**src/include/scrs_pkg.sv**
```systemverilog
// constants, timing counts and state type for the reset-source block
package scrs_pkg;
  // system clock period
  localparam int unsigned CLK_PERIOD_NS = 100;
  // power-up release delays by supply level
  localparam int unsigned POR_DLY_LO_MS = 3;
  localparam int unsigned POR_DLY_MID_MS = 7;
  localparam int unsigned POR_DLY_HI_MS = 15;
  localparam int unsigned POR_DLY_LO_CYC = POR_DLY_LO_MS * 1000000 / CLK_PERIOD_NS;
  localparam int unsigned POR_DLY_MID_CYC = POR_DLY_MID_MS * 1000000 / CLK_PERIOD_NS;
  localparam int unsigned POR_DLY_HI_CYC = POR_DLY_HI_MS * 1000000 / CLK_PERIOD_NS;
  // clock-loss timeout, rounded up
  localparam int unsigned CLK_LOSS_US = 100;
  localparam int unsigned CLK_LOSS_CYC = (CLK_LOSS_US * 1000 + CLK_PERIOD_NS - 1) / CLK_PERIOD_NS;
  // hold time of internal one-shot resets
  localparam int unsigned RST_PULSE_NS = 1000;
  localparam int unsigned RST_PULSE_CYC = (RST_PULSE_NS + CLK_PERIOD_NS - 1) / CLK_PERIOD_NS;
  // cycles the pin is ignored after our own drive ends
  localparam logic [2:0] PIN_BLANK_CYC = 3'h4;
  // register addresses
  localparam logic [7:0] ADDR_RESET_CAUSE = 8'hEF;
  localparam logic [7:0] ADDR_SUPPLY_CTRL = 8'hFF;
  // supply_monitor_control fields
  localparam int unsigned CTL_MON_ON_BIT = 7;
  localparam int unsigned CTL_ABOVE_TRIP_BIT = 6;
  localparam int unsigned CTL_ABOVE_WARN_BIT = 5;
  // reset_cause_register fields
  localparam int unsigned RC_PIN_BIT = 0;
  localparam int unsigned RC_POWER_UP_BIT = 1;
  localparam int unsigned RC_CLOCK_LOSS_BIT = 2;
  localparam int unsigned RC_FLASH_ERR_BIT = 6;
  // reset values
  localparam logic MON_ON_RST = 1'b1;
  localparam logic MON_SEL_RST = 1'b1;
  localparam logic CLK_LOSS_EN_RST = 1'b0;
  localparam logic [15:0] RESTART_ADDR = 16'h0000;
  // synchroniser reset pattern: {dly_sel, sysclk, pin, warn, trip, por}
  localparam logic [6:0] PIN_SYNC_RST = 7'h08;
  // reset sequencer states
  typedef enum logic [2:0] {
    ST_POWER = 3'h0,
    ST_DELAY = 3'h1,
    ST_FAIL = 3'h2,
    ST_PIN = 3'h3,
    ST_PULSE = 3'h4,
    ST_RUN = 3'h5
  } scrs_state_type;
endpackage

```
**src/design/scrs_top.sv**
```systemverilog
// reset sequencer: power-up, supply monitor, pin and clock-loss resets with cause flags
`timescale 1ns/1ns
module scrs_top #(
  parameter int unsigned POR_DLY_LO_CYC = scrs_pkg::POR_DLY_LO_CYC,
  parameter int unsigned POR_DLY_MID_CYC = scrs_pkg::POR_DLY_MID_CYC,
  parameter int unsigned POR_DLY_HI_CYC = scrs_pkg::POR_DLY_HI_CYC,
  parameter int unsigned DLY_W = 18
) (
  input wire logic clk_i,
  input wire logic rst_b_i,
  input wire logic ce_i,
  input wire logic por_ok_i,
  input wire logic trip_ok_i,
  input wire logic warn_ok_i,
  input wire logic rst_pin_i,
  input wire logic sysclk_i,
  input wire logic [1:0] por_dly_sel_i,
  input wire logic sleep_i,
  input wire logic suspend_i,
  input wire logic flash_wr_i,
  input wire logic [7:0] sfr_addr_i,
  input wire logic sfr_wr_i,
  input wire logic [7:0] sfr_wdata_i,
  output logic [7:0] sfr_rdata_o,
  output logic core_rst_o,
  output logic rst_pin_o,
  output logic rst_pin_oe_o,
  output logic ram_invalid_o,
  output logic supply_warn_o,
  output logic [15:0] fetch_addr_o
);
  // synchronised pin and comparator levels
  logic [6:0] pins_s;
  logic por_s;
  logic trip_s;
  logic warn_s;
  logic pin_s;
  logic sclk_s;
  logic [1:0] dly_sel_s;
  // sequencer state
  scrs_pkg::scrs_state_type state_r;
  scrs_pkg::scrs_state_type state_nxt;
  // shared delay and pulse counter
  logic [DLY_W-1:0] cnt_r;
  logic [DLY_W-1:0] cnt_nxt;
  logic [DLY_W-1:0] dly_load;
  // monitor enable, monitor selection, clock-loss enable
  logic mon_en_r;
  logic mon_sel_r;
  logic mcd_en_r;
  // cause flags
  logic flag_pin_r;
  logic flag_por_r;
  logic flag_mcd_r;
  logic flag_ferr_r;
  // cause latched when entering the one-shot reset
  logic cause_mcd_r;
  // pin blanking after our own drive
  logic [2:0] blank_r;
  // read data and restart address
  logic [7:0] rdata_r;
  logic [15:0] fetch_r;
  // decoded requests and events
  logic sel_eff;
  logic fail_req;
  logic pin_req;
  logic mcd_to;
  logic mcd_run;
  logic ferr_req;
  logic drive;
  logic leave;
  logic leave_pwr;
  logic wr_cause;
  logic wr_ctl;
  logic [7:0] ctl_rd;
  logic [7:0] cause_rd;

  // pins and comparators cross into the clock domain
  scrs_sync #(
    .W(7),
    .RST_VAL(scrs_pkg::PIN_SYNC_RST)
  ) u_sync (
    .clk_i(clk_i),
    .rst_b_i(rst_b_i),
    .ce_i(ce_i),
    .d_i({por_dly_sel_i, sysclk_i, rst_pin_i, warn_ok_i, trip_ok_i, por_ok_i}),
    .q_o(pins_s)
  );
  assign por_s = pins_s[0];
  assign trip_s = pins_s[1];
  assign warn_s = pins_s[2];
  assign pin_s = pins_s[3];
  assign sclk_s = pins_s[4];
  assign dly_sel_s = pins_s[6:5];

  assign mcd_run = mcd_en_r & ~sleep_i & ~suspend_i & ~core_rst_o;

  // clock-loss one-shot
  scrs_clkmon u_clkmon (
    .clk_i(clk_i),
    .rst_b_i(rst_b_i),
    .ce_i(ce_i),
    .en_i(mcd_run),
    .sclk_i(sclk_s),
    .timeout_o(mcd_to)
  );

  assign sel_eff = mon_sel_r & ~sleep_i;
  assign fail_req = mon_en_r & sel_eff & ~trip_s;
  // pin reset in every power mode
  assign pin_req = ~pin_s & (blank_r == 3'h0);
  assign ferr_req = flash_wr_i & ~mon_en_r;
  // states that pull the reset pin low
  // pull pin while powering
  assign drive = (state_r == scrs_pkg::ST_POWER) || (state_r == scrs_pkg::ST_DELAY)
    || (state_r == scrs_pkg::ST_FAIL);
  assign leave = (state_r != scrs_pkg::ST_RUN) && (state_nxt == scrs_pkg::ST_RUN);
  assign leave_pwr = leave && ((state_r == scrs_pkg::ST_DELAY) || (state_r == scrs_pkg::ST_FAIL));
  // register writes only while the core runs
  assign wr_cause = sfr_wr_i & ~core_rst_o & (sfr_addr_i == scrs_pkg::ADDR_RESET_CAUSE);
  assign wr_ctl = sfr_wr_i & ~core_rst_o & (sfr_addr_i == scrs_pkg::ADDR_SUPPLY_CTRL);
  // power-up delay picked by supply level
  assign dly_load = (dly_sel_s == 2'h0) ? DLY_W'(POR_DLY_LO_CYC - 1) :
    (dly_sel_s == 2'h1) ? DLY_W'(POR_DLY_MID_CYC - 1) : DLY_W'(POR_DLY_HI_CYC - 1);

  // next state; power loss overrides everything
  always_comb begin
    state_nxt = state_r;
    if (!por_s) begin
      state_nxt = scrs_pkg::ST_POWER;
    end else begin
      unique case (state_r)
        scrs_pkg::ST_POWER: state_nxt = scrs_pkg::ST_DELAY;
        scrs_pkg::ST_DELAY: begin
          if (cnt_r == '0) begin
            state_nxt = scrs_pkg::ST_RUN;
          end
        end
        scrs_pkg::ST_FAIL: begin
          if (trip_s) begin
            state_nxt = scrs_pkg::ST_RUN;
          end
        end
        scrs_pkg::ST_PIN: begin
          if (fail_req) begin
            state_nxt = scrs_pkg::ST_FAIL;
          end else if (pin_s) begin
            state_nxt = scrs_pkg::ST_RUN;
          end
        end
        scrs_pkg::ST_PULSE: begin
          if (fail_req) begin
            state_nxt = scrs_pkg::ST_FAIL;
          end else if (pin_req) begin
            state_nxt = scrs_pkg::ST_PIN;
          end else if (cnt_r == '0) begin
            state_nxt = scrs_pkg::ST_RUN;
          end
        end
        scrs_pkg::ST_RUN: begin
          if (fail_req) begin
            state_nxt = scrs_pkg::ST_FAIL;
          end else if (pin_req) begin
            state_nxt = scrs_pkg::ST_PIN;
          end else if (mcd_to || ferr_req) begin
            state_nxt = scrs_pkg::ST_PULSE;
          end
        end
        default: state_nxt = scrs_pkg::ST_POWER;
      endcase
    end
  end

  // counter loads on entry to delay or pulse, counts down inside
  always_comb begin
    cnt_nxt = cnt_r;
    if (state_nxt == scrs_pkg::ST_DELAY && state_r != scrs_pkg::ST_DELAY) begin
      cnt_nxt = dly_load;
    end else if (state_nxt == scrs_pkg::ST_PULSE && state_r != scrs_pkg::ST_PULSE) begin
      cnt_nxt = DLY_W'(scrs_pkg::RST_PULSE_CYC - 1);
    end else if (cnt_r != '0) begin
      cnt_nxt = cnt_r - DLY_W'(1);
    end
  end

  // state, counter and pin blanking
  always_ff @(posedge clk_i or negedge rst_b_i) begin
    if (!rst_b_i) begin
      state_r <= scrs_pkg::ST_POWER;
      cnt_r <= '0;
      blank_r <= scrs_pkg::PIN_BLANK_CYC;
    end else if (ce_i) begin
      state_r <= state_nxt;
      cnt_r <= cnt_nxt;
      blank_r <= drive ? scrs_pkg::PIN_BLANK_CYC : blank_r - ((blank_r != 3'h0) ? 3'h1 : 3'h0);
    end
  end

  // monitor settings: power resets force them, other resets keep them
  // power resets restore monitor defaults; clock-loss enable restored only on power-up exit
  always_ff @(posedge clk_i or negedge rst_b_i) begin
    if (!rst_b_i) begin
      mon_en_r <= scrs_pkg::MON_ON_RST;
      mon_sel_r <= scrs_pkg::MON_SEL_RST;
      mcd_en_r <= scrs_pkg::CLK_LOSS_EN_RST;
    end else if (ce_i) begin
      if (leave_pwr) begin
        mon_en_r <= scrs_pkg::MON_ON_RST;
        mon_sel_r <= scrs_pkg::MON_SEL_RST;
      end else begin
        mon_en_r <= wr_ctl ? sfr_wdata_i[scrs_pkg::CTL_MON_ON_BIT] : mon_en_r;
        mon_sel_r <= wr_cause ? sfr_wdata_i[scrs_pkg::RC_POWER_UP_BIT] : mon_sel_r;
      end
      // writing bit 2 sets the enable
      if (leave && state_r == scrs_pkg::ST_DELAY) begin
        mcd_en_r <= scrs_pkg::CLK_LOSS_EN_RST;
      end else if (wr_cause) begin
        mcd_en_r <= sfr_wdata_i[scrs_pkg::RC_CLOCK_LOSS_BIT];
      end
    end
  end

  // cause flags are rewritten on every exit from reset
  // power flag set, others cleared
  always_ff @(posedge clk_i or negedge rst_b_i) begin
    if (!rst_b_i) begin
      flag_pin_r <= 1'b0;
      flag_por_r <= 1'b1;
      flag_mcd_r <= 1'b0;
      flag_ferr_r <= 1'b0;
      cause_mcd_r <= 1'b0;
    end else if (ce_i) begin
      if (state_r == scrs_pkg::ST_RUN && state_nxt == scrs_pkg::ST_PULSE) begin
        cause_mcd_r <= mcd_to;
      end
      if (leave) begin
        flag_por_r <= leave_pwr;
        flag_pin_r <= (state_r == scrs_pkg::ST_PIN);
        flag_mcd_r <= (state_r == scrs_pkg::ST_PULSE) && cause_mcd_r;
        flag_ferr_r <= (state_r == scrs_pkg::ST_PULSE) && !cause_mcd_r;
      end
    end
  end

  // read images of the two registers
  // supply level bits read live
  always_comb begin
    ctl_rd = 8'h00;
    ctl_rd[scrs_pkg::CTL_MON_ON_BIT] = mon_en_r;
    ctl_rd[scrs_pkg::CTL_ABOVE_TRIP_BIT] = trip_s;
    ctl_rd[scrs_pkg::CTL_ABOVE_WARN_BIT] = warn_s;
    cause_rd = 8'h00;
    cause_rd[scrs_pkg::RC_PIN_BIT] = flag_pin_r;
    cause_rd[scrs_pkg::RC_POWER_UP_BIT] = flag_por_r;
    cause_rd[scrs_pkg::RC_CLOCK_LOSS_BIT] = flag_mcd_r;
    cause_rd[scrs_pkg::RC_FLASH_ERR_BIT] = flag_ferr_r;
  end

  // registered read data and restart address
  // fixed restart address
  always_ff @(posedge clk_i or negedge rst_b_i) begin
    if (!rst_b_i) begin
      rdata_r <= 8'h00;
      fetch_r <= scrs_pkg::RESTART_ADDR;
    end else if (ce_i) begin
      rdata_r <= (sfr_addr_i == scrs_pkg::ADDR_SUPPLY_CTRL) ? ctl_rd :
        (sfr_addr_i == scrs_pkg::ADDR_RESET_CAUSE) ? cause_rd : 8'h00;
      fetch_r <= core_rst_o ? scrs_pkg::RESTART_ADDR : fetch_r;
    end
  end

  // outputs
  assign sfr_rdata_o = rdata_r;
  assign core_rst_o = (state_r != scrs_pkg::ST_RUN);
  assign rst_pin_o = 1'b0;
  assign rst_pin_oe_o = drive;
  assign ram_invalid_o = flag_por_r;
  // warning when at or below level
  assign supply_warn_o = ~warn_s;
  assign fetch_addr_o = fetch_r;
endmodule

```
**src/design/scrs_sync.sv**
```systemverilog
// three-stage pin synchroniser, output moves once stages two and three agree
`timescale 1ns/1ns
module scrs_sync #(
  parameter int unsigned W = 1,
  parameter logic [W-1:0] RST_VAL = '0
) (
  input wire logic clk_i,
  input wire logic rst_b_i,
  input wire logic ce_i,
  input wire logic [W-1:0] d_i,
  output logic [W-1:0] q_o
);
  // synchroniser stages; stage one feeds only stage two
  logic [W-1:0] s1_r;
  logic [W-1:0] s2_r;
  logic [W-1:0] s3_r;
  // agreed value
  logic [W-1:0] q_r;
  // shift chain and agreement filter
  always_ff @(posedge clk_i or negedge rst_b_i) begin
    if (!rst_b_i) begin
      s1_r <= RST_VAL;
      s2_r <= RST_VAL;
      s3_r <= RST_VAL;
      q_r <= RST_VAL;
    end else if (ce_i) begin
      s1_r <= d_i;
      s2_r <= s1_r;
      s3_r <= s2_r;
      q_r <= (s2_r & s3_r) | (q_r & (s2_r | s3_r));
    end
  end
  assign q_o = q_r;
endmodule

```
**src/design/scrs_clkmon.sv**
```systemverilog
// clock-loss detector: times out when the watched clock level stops changing
`timescale 1ns/1ns
module scrs_clkmon #(
  parameter int unsigned LIMIT = scrs_pkg::CLK_LOSS_CYC,
  parameter int unsigned CNT_W = 11
) (
  input wire logic clk_i,
  input wire logic rst_b_i,
  input wire logic ce_i,
  input wire logic en_i,
  input wire logic sclk_i,
  output logic timeout_o
);
  // last seen level of the watched clock
  logic prev_r;
  // cycles since the last edge
  logic [CNT_W-1:0] cnt_r;
  // one-cycle timeout pulse
  logic to_r;
  // edge seen on the watched clock
  logic edge_w;
  // count has reached the limit
  logic full_w;
  assign edge_w = sclk_i ^ prev_r;
  assign full_w = (cnt_r == CNT_W'(LIMIT - 1));
  // each edge retriggers the one-shot; disabled detector stays cleared
  // retrigger and timeout
  always_ff @(posedge clk_i or negedge rst_b_i) begin
    if (!rst_b_i) begin
      prev_r <= 1'b0;
      cnt_r <= '0;
      to_r <= 1'b0;
    end else if (ce_i) begin
      prev_r <= sclk_i;
      to_r <= en_i & ~edge_w & full_w;
      if (!en_i || edge_w || full_w) begin
        cnt_r <= '0;
      end else begin
        cnt_r <= cnt_r + CNT_W'(1);
      end
    end
  end
  assign timeout_o = to_r;
endmodule

```
**config.mk**
```make
export PLATFORM = sky130hd
export DESIGN_NAME = scrs_top
export DESIGN_NICKNAME = d
export VERILOG_FILES = /design/src/include/scrs_pkg.sv /design/src/design/scrs_top.sv /design/src/design/scrs_sync.sv /design/src/design/scrs_clkmon.sv
export SDC_FILE = /design/constraint.sdc
export NUM_CORES = 1
export LEC_CHECK = 0
export ABC_AREA = 1
export BUFFER_PORTS_ARGS = -buffer_cell sky130_fd_sc_hd__buf_2
export CORE_MARGIN = 1
export CORE_UTILIZATION = 50
export DETAILED_ROUTE_END_ITERATION = 8
export PLACE_DENSITY = 0.69
export SKIP_LAST_GASP = 1
export SLEW_MARGIN = 20
export SYNTH_ARGS = -nofsm -noshare
export SYNTH_HDL_FRONTEND = slang
export SYNTH_SLANG_ARGS = --single-unit
```
**constraint.sdc**
```tcl
create_clock -name clk_i -period 2.45 [get_ports clk_i]
set_clock_uncertainty 0.1 [all_clocks]
set_input_delay 0.49 -clock clk_i [delete_from_list [all_inputs] [get_ports clk_i]]
set_output_delay 0.49 -clock clk_i [all_outputs]
set_load 0.01 [all_outputs]
```
* Word-level counts from Yosys, hierarchy flattened
Cells that the tools add are included.
** Storage, ports and cells
- Output and inout bits :: 29
- Register bits after elaboration :: 81
- Logic and storage cells :: 122
- Input port bits :: 30
** Cells by class
- Reduce and logical (&&, ||, !) cells :: 32
- Add/sub/neg operators :: 3
- Bitwise operators :: 26
- Multiplexer cells :: 27
- Equality and inequality tests :: 15
** Operator list (count)
- $mux 18 :: 5
- $mux 3 :: 11
- $logic_not 18->1 :: 1
- $pmux 3 s6 :: 1
- $reduce_bool 18->1 :: 1
- $sub 18x1->18 const B :: 1
- $eq 8x8->1 const B :: 2
- $and 7x7->7 :: 2
- $or 7x7->7 :: 2
- $and 1x1->1 :: 13
- $eq 3x3->1 const B :: 4
- $reduce_and 2->1 :: 6
- $add 11x1->11 const B :: 1
- $eq 11x10->1 const B :: 1
- $mux 11 :: 1
- $logic_and 1x1->1 :: 8
- $mux 8 :: 1
- $not 1->1 :: 8
- $mux 1 :: 7
- $mux 7 :: 1
- $eq 3x1->1 const B :: 2
- $eq 3x2->1 const B :: 2
- $logic_not 3->1 :: 2
- $logic_or 1x1->1 :: 6
- other kinds (9) :: 14

* Depth between registers and ports, before layout
- Word-level depth :: 13
- Mapped depth :: 17

* Cells and area by module
Synthesis repeated with hierarchy kept, for this count alone.
** Unflattened totals
- Cells, all modules :: 622
- Area, all modules :: 4589.4 um^2
** Modules (own cells, without submodules)
- scrs_top :: area an instance 2635.0 um^2, instances 1, cells each 375, seq. area each 955.9 um^2
- scrs_sync :: area an instance 1208.7 um^2, instances 1, cells each 146, seq. area each 705.7 um^2
- scrs_clkmon :: area an instance 745.7 um^2, instances 1, cells each 101, seq. area each 325.3 um^2

* Least setup slack after synthesis
No wires, ideal clock.
- Path type :: reg2reg
- Start :: reg cnt_r[0]
- End :: reg cnt_r[10]
- Buffers on the path :: 1
- Stages on the path, launching flop included :: 17
- Setup slack :: 0.404 ns
- Arrival time :: 1.830 ns
- Setup time :: 0.117 ns
- Path through :: dfrtp_1 -> inv_1 -> ha_1 -> inv_1 -> nor3_1 -> nand3_1 -> nand2_1 -> nand2_1 -> nand2_1 -> nand2_2 -> nand2_4 -> nand3_4 -> nand2_2 -> nand2_4 -> buf_2 -> nand3_1 -> nand2_1
** On the way
- Longest elaborated chain between the ends :: 10
** RTL lines
- start: declaration :: RTL line scrs_top.sv:44 : logic [DLY_W-1:0] cnt_r;
- start signal: assignment :: RTL line scrs_top.sv:194 : cnt_r <= cnt_nxt;
- $logic_not 18->1 :: RTL line scrs_top.sv:135, scrs_top.sv:156
- $mux 3 :: RTL line scrs_top.sv:135, scrs_top.sv:156
- $mux 3 :: RTL line scrs_top.sv:154 : end else if (pin_req) begin
- $mux 3 :: RTL line scrs_top.sv:152 : if (fail_req) begin
- $pmux 3 s6 :: RTL line scrs_top.sv:132 : unique case (state_r)
- $mux 3 :: RTL line scrs_top.sv:129 : if (!por_s) begin
- $eq 3x1->1 / $eq 3x3->1 (equally long branches) :: RTL line scrs_top.sv:177, scrs_top.sv:179
- $logic_and 1x1->1 (on tied branches) :: RTL line scrs_top.sv:177, scrs_top.sv:179
- $reduce_bool 3->1 (no source line) / $mux 18 (equally long branches)
- $reduce_and 2->1 (no source line) / $mux 18 (equally long branches)
Parallel ways exist; a longest one is shown, timed or not. The select of a mux whose other input is x is not followed.
A chain may end at the register's enable or synchronous reset.

* Worst setup path after layout
- Start :: reg cnt_r[1]
- End :: reg cnt_r[15]
The elaborated chain is that of the path after synthesis.

==> metrics.txt <==
Final min period=2250 ps; via count=3625; hold slack=approximately 230 ps; GP Congestion=slightly below 0.9; post-route ant nets=0; ANT cells=0; Syn Inst Count=565; worst r2r path cells=16; Synth Area in Compound Gates=7.32%; HP Start=sysclk_i; post-DP HPWL=~6300 um; Setup CP Type=reg2reg; Post-Synth Simple-Gate Area=32.0%; R2R Path Start=cnt_r[1]$_DFFE_PN0P_; CTS tree=yes; CP top delay family=simple AND/OR/NAND/NOR gates; run status=complete, no violations; adder-cell share of the synthesized area=1.44%; max incr delay on CP=400 ps; Fin. Hold Viols=0; final setup vio count=0; Die Span Y=95.2 um; HP Class=in2reg; Core Footprint=8300 um^2; Worst Path Max Fanout=19; Buf/Inv on CP=2; first-pass GRT wire length=approximately 15000 um; Rel. slew slack=approximately 65%; largest net degree at the start of global routing=50; CP Cell Sequence=inv_1 > ha_1 > inv_1 > nor3_1 > nand3_1 > nand2_1 > nand2_1 > nand2_1 > nand2_2 > nand2_4 > nand3_4 > nand2_4 > nand2_8 > nand2_8 > nand2_1 > nand2_1; DRT iter0 DRCs=171; Hold Path Depth=3; Nets=about 650; netlist area before placement=4340 um^2; Reg-to-Reg End=cnt_r[15]$_DFFE_PN0P_; Port-buffer cells=34; CP arrival=2440 ps; post-synthesis cell type count=38; mux contribution to synthesized area=0%; top cells by area, synth=dfrtp_1 (41%), nand2_1 (14%), nand3_1 (6.0%); I/O pin cnt=~60; drt wl/cell=12.6 um; CP endpoint kind=flip-flop; Power Total=3.87 mW; placed cell area=approximately 4600 um^2; most frequent cell on the critical path=nand2_1; Routed WL=9060 um; Worst Hold Path EP=u_sync.s1_r[4]$_DFFE_PN0P_; Synth Register Bits=79; gr ovfl total=0; Worst-Skew Late Latency=~360 ps; Yosys top cell area share=40.9%; most common cell after layout, fill and taps aside=nand2_1; Max Buffers Root-to-Sink=2; layout cells sized above 1=15.8%; Die W=~95 um; Worst path slowest cell=dfrtp_1; FF-to-FF setup slack=200 ps; final core utilization=58.9%; unrepaired setup endpoints after global routing=no; max-slew violations=0; post-route cell area=a little under 5000 um^2; fmax=0.444 GHz; initial antenna violation count=0; # H-tree levels=3; syn_area_per_cell=7.69 um^2; static leakage=2.48 nW; most frequent cells in the layout=nand2_1 (157), dfrtp_1 (71), nor2_1 (65); CP Launch Type=flip-flop; Die Area=~9000 um^2; vias in the first global route=about 3300; row cnt=33; Total Routing Usage GR=between 20 and 25%; Residual DRC=0; Worst EP required=2640 ps; Synth Area in XOR/XNOR=3.83%; CTS sink cnt=79; drt first pass iters=4; main combinational cell family by area after synthesis=simple AND/OR/NAND/NOR gates; Final period util=91.9%; peak supply drop=0.426 mV; Layout area overhead=12.5%; worst slew pin tran=518 ps; CTS clk-pin slew, worst paths=~90 ps; leading area contributor after synthesis=dfrtp_1; CTS Buf Count=9; Starting Density=52.3%; power density cells=just under 800 nW/um^2; sequential area share after synthesis=a little under half; MaxCap Viol Count=0; CTS root buf=clkbuf_8; mean number of vias per cell=5.03; YS warnings=0
[final cells by class]
| cell class | count | area, um^2 |
|---|---|---|
| timing repair buffer | 50 | 308 |
| sequential | 79 | 1990 |
| clock inverter | 7 | 85.1 |
| inverter | 53 | 199 |
| multi-input combinational | 417 | 2050 |
| fill | 778 | 3410 |
| clock buffer | 9 | 124 |
| tap | 105 | 131 |
[routing by layer]
layer | vias to the layer above | GRT usage, % | routed length (um)
met5 | - | 0 | 0
met1 | 1685 | 28.3 | 4300
met4 | 0 | 7.70 | 136
met3 | 12 | 4.31 | 312
li1 | 1868 | - | -
met2 | 60 | 35.1 | 4310
[through the flow]
stage | TNS (ps) | std cells | setup slack, ps
final | 0 | 720 | 200
after CTS | 0 | 716 | 45.1
after detailed placement | -391 | 699 | -49.7
after global placement | 0 | 699 | 70.8
after floorplan | 0 | 583 | 404
after global routing | 0 | 720 | 16.9
[registers in the layout, indices dropped and copies added (netlist names)]
| register | cells |
|---|---|
| cnt_r | 18 |
| u_clkmon.cnt_r | 11 |
| u_sync.q_o | 7 |
| u_sync.s1_r | 7 |
| u_sync.s2_r | 7 |
| u_sync.s3_r | 7 |
| sfr_rdata_o | 6 |
| blank_r | 3 |
| state_r | 3 |
| cause_mcd_r | 1 |
| flag_ferr_r | 1 |
| flag_mcd_r | 1 |
| flag_pin_r | 1 |
| mcd_en_r | 1 |
| mon_en_r | 1 |
| mon_sel_r | 1 |
| ram_invalid_o | 1 |
| u_clkmon.prev_r | 1 |
| u_clkmon.timeout_o | 1 |
[worst max-delay path by stage]
stage,startpoint,end,slack (ps),cells after the start
2_1_floorplan,cnt_r[0]$_DFFE_PN0P_,cnt_r[10]$_DFFE_PN0P_,400,16
3_3_place_gp,sleep_i,cnt_r[13]$_DFFE_PN0P_,70,14
3_5_place_dp,sleep_i,cnt_r[15]$_DFFE_PN0P_,-50,14
4_1_cts,cnt_r[1]$_DFFE_PN0P_,cnt_r[15]$_DFFE_PN0P_,50,16
5_1_grt,cnt_r[1]$_DFFE_PN0P_,cnt_r[15]$_DFFE_PN0P_,20,16
6_report,cnt_r[1]$_DFFE_PN0P_,cnt_r[15]$_DFFE_PN0P_,200,16
[cells by family after synthesis]
logic type	Yosys count
AO/OA/AOI/OAI	57
other	1
XOR/XNOR	19
adder cells (fa/ha/maj)	5
AND/OR/NAND/NOR	316
buffers and inverters	88
flip-flops	79
[worst min-delay path, cell delays in order]
cell and delay, ps:
buf_2 70, nand2_1 40, nand2_1 50
[report_power, final]
part	internal, mW	total [mW]	leakage [nW]	switching, mW
logic	0.436	1.09	1.37	0.658
registers	1.52	1.75	1.00	0.234
clock network	0.494	1.03	0.107	0.532
[timing repair]
item | 4_1_cts | 5_1_grt
hold endpoints to repair | 6 | 0
gates resized for setup | 0 | 4
setup endpoints to repair | 0 | 16
hold buffers | 1 | 0
setup buffers | 0 | 3
[synthesized netlist by cell type]
cell and instances:
nand2_1 157, o211ai_1 7, nand3_4 1, inv_1 46
clkbuf_1 10, nor3_1 10, o31ai_1 2, nand3_1 52
ha_1 5, buf_2 4, dfrtp_1 71, dfstp_2 8
nand2_2 2, buf_1 1, buf_4 19, buf_6 1
o21ai_1 1, a21oi_1 8, nor3b_1 1, inv_2 7
or2_2 3, nand2_4 3, xnor2_1 8, nor2_2 5
a31oi_1 1, and3_1 1, nor2_1 65, nand4_4 1
conb_1 1, o21a_1 1, xor2_1 11, a22o_1 1
nor3_2 1, o21ai_0 35, nand3b_1 1, nand4_1 10
nor4_1 3, a21boi_1 1
No activity file was read; power rests on OpenSTA's default activity.
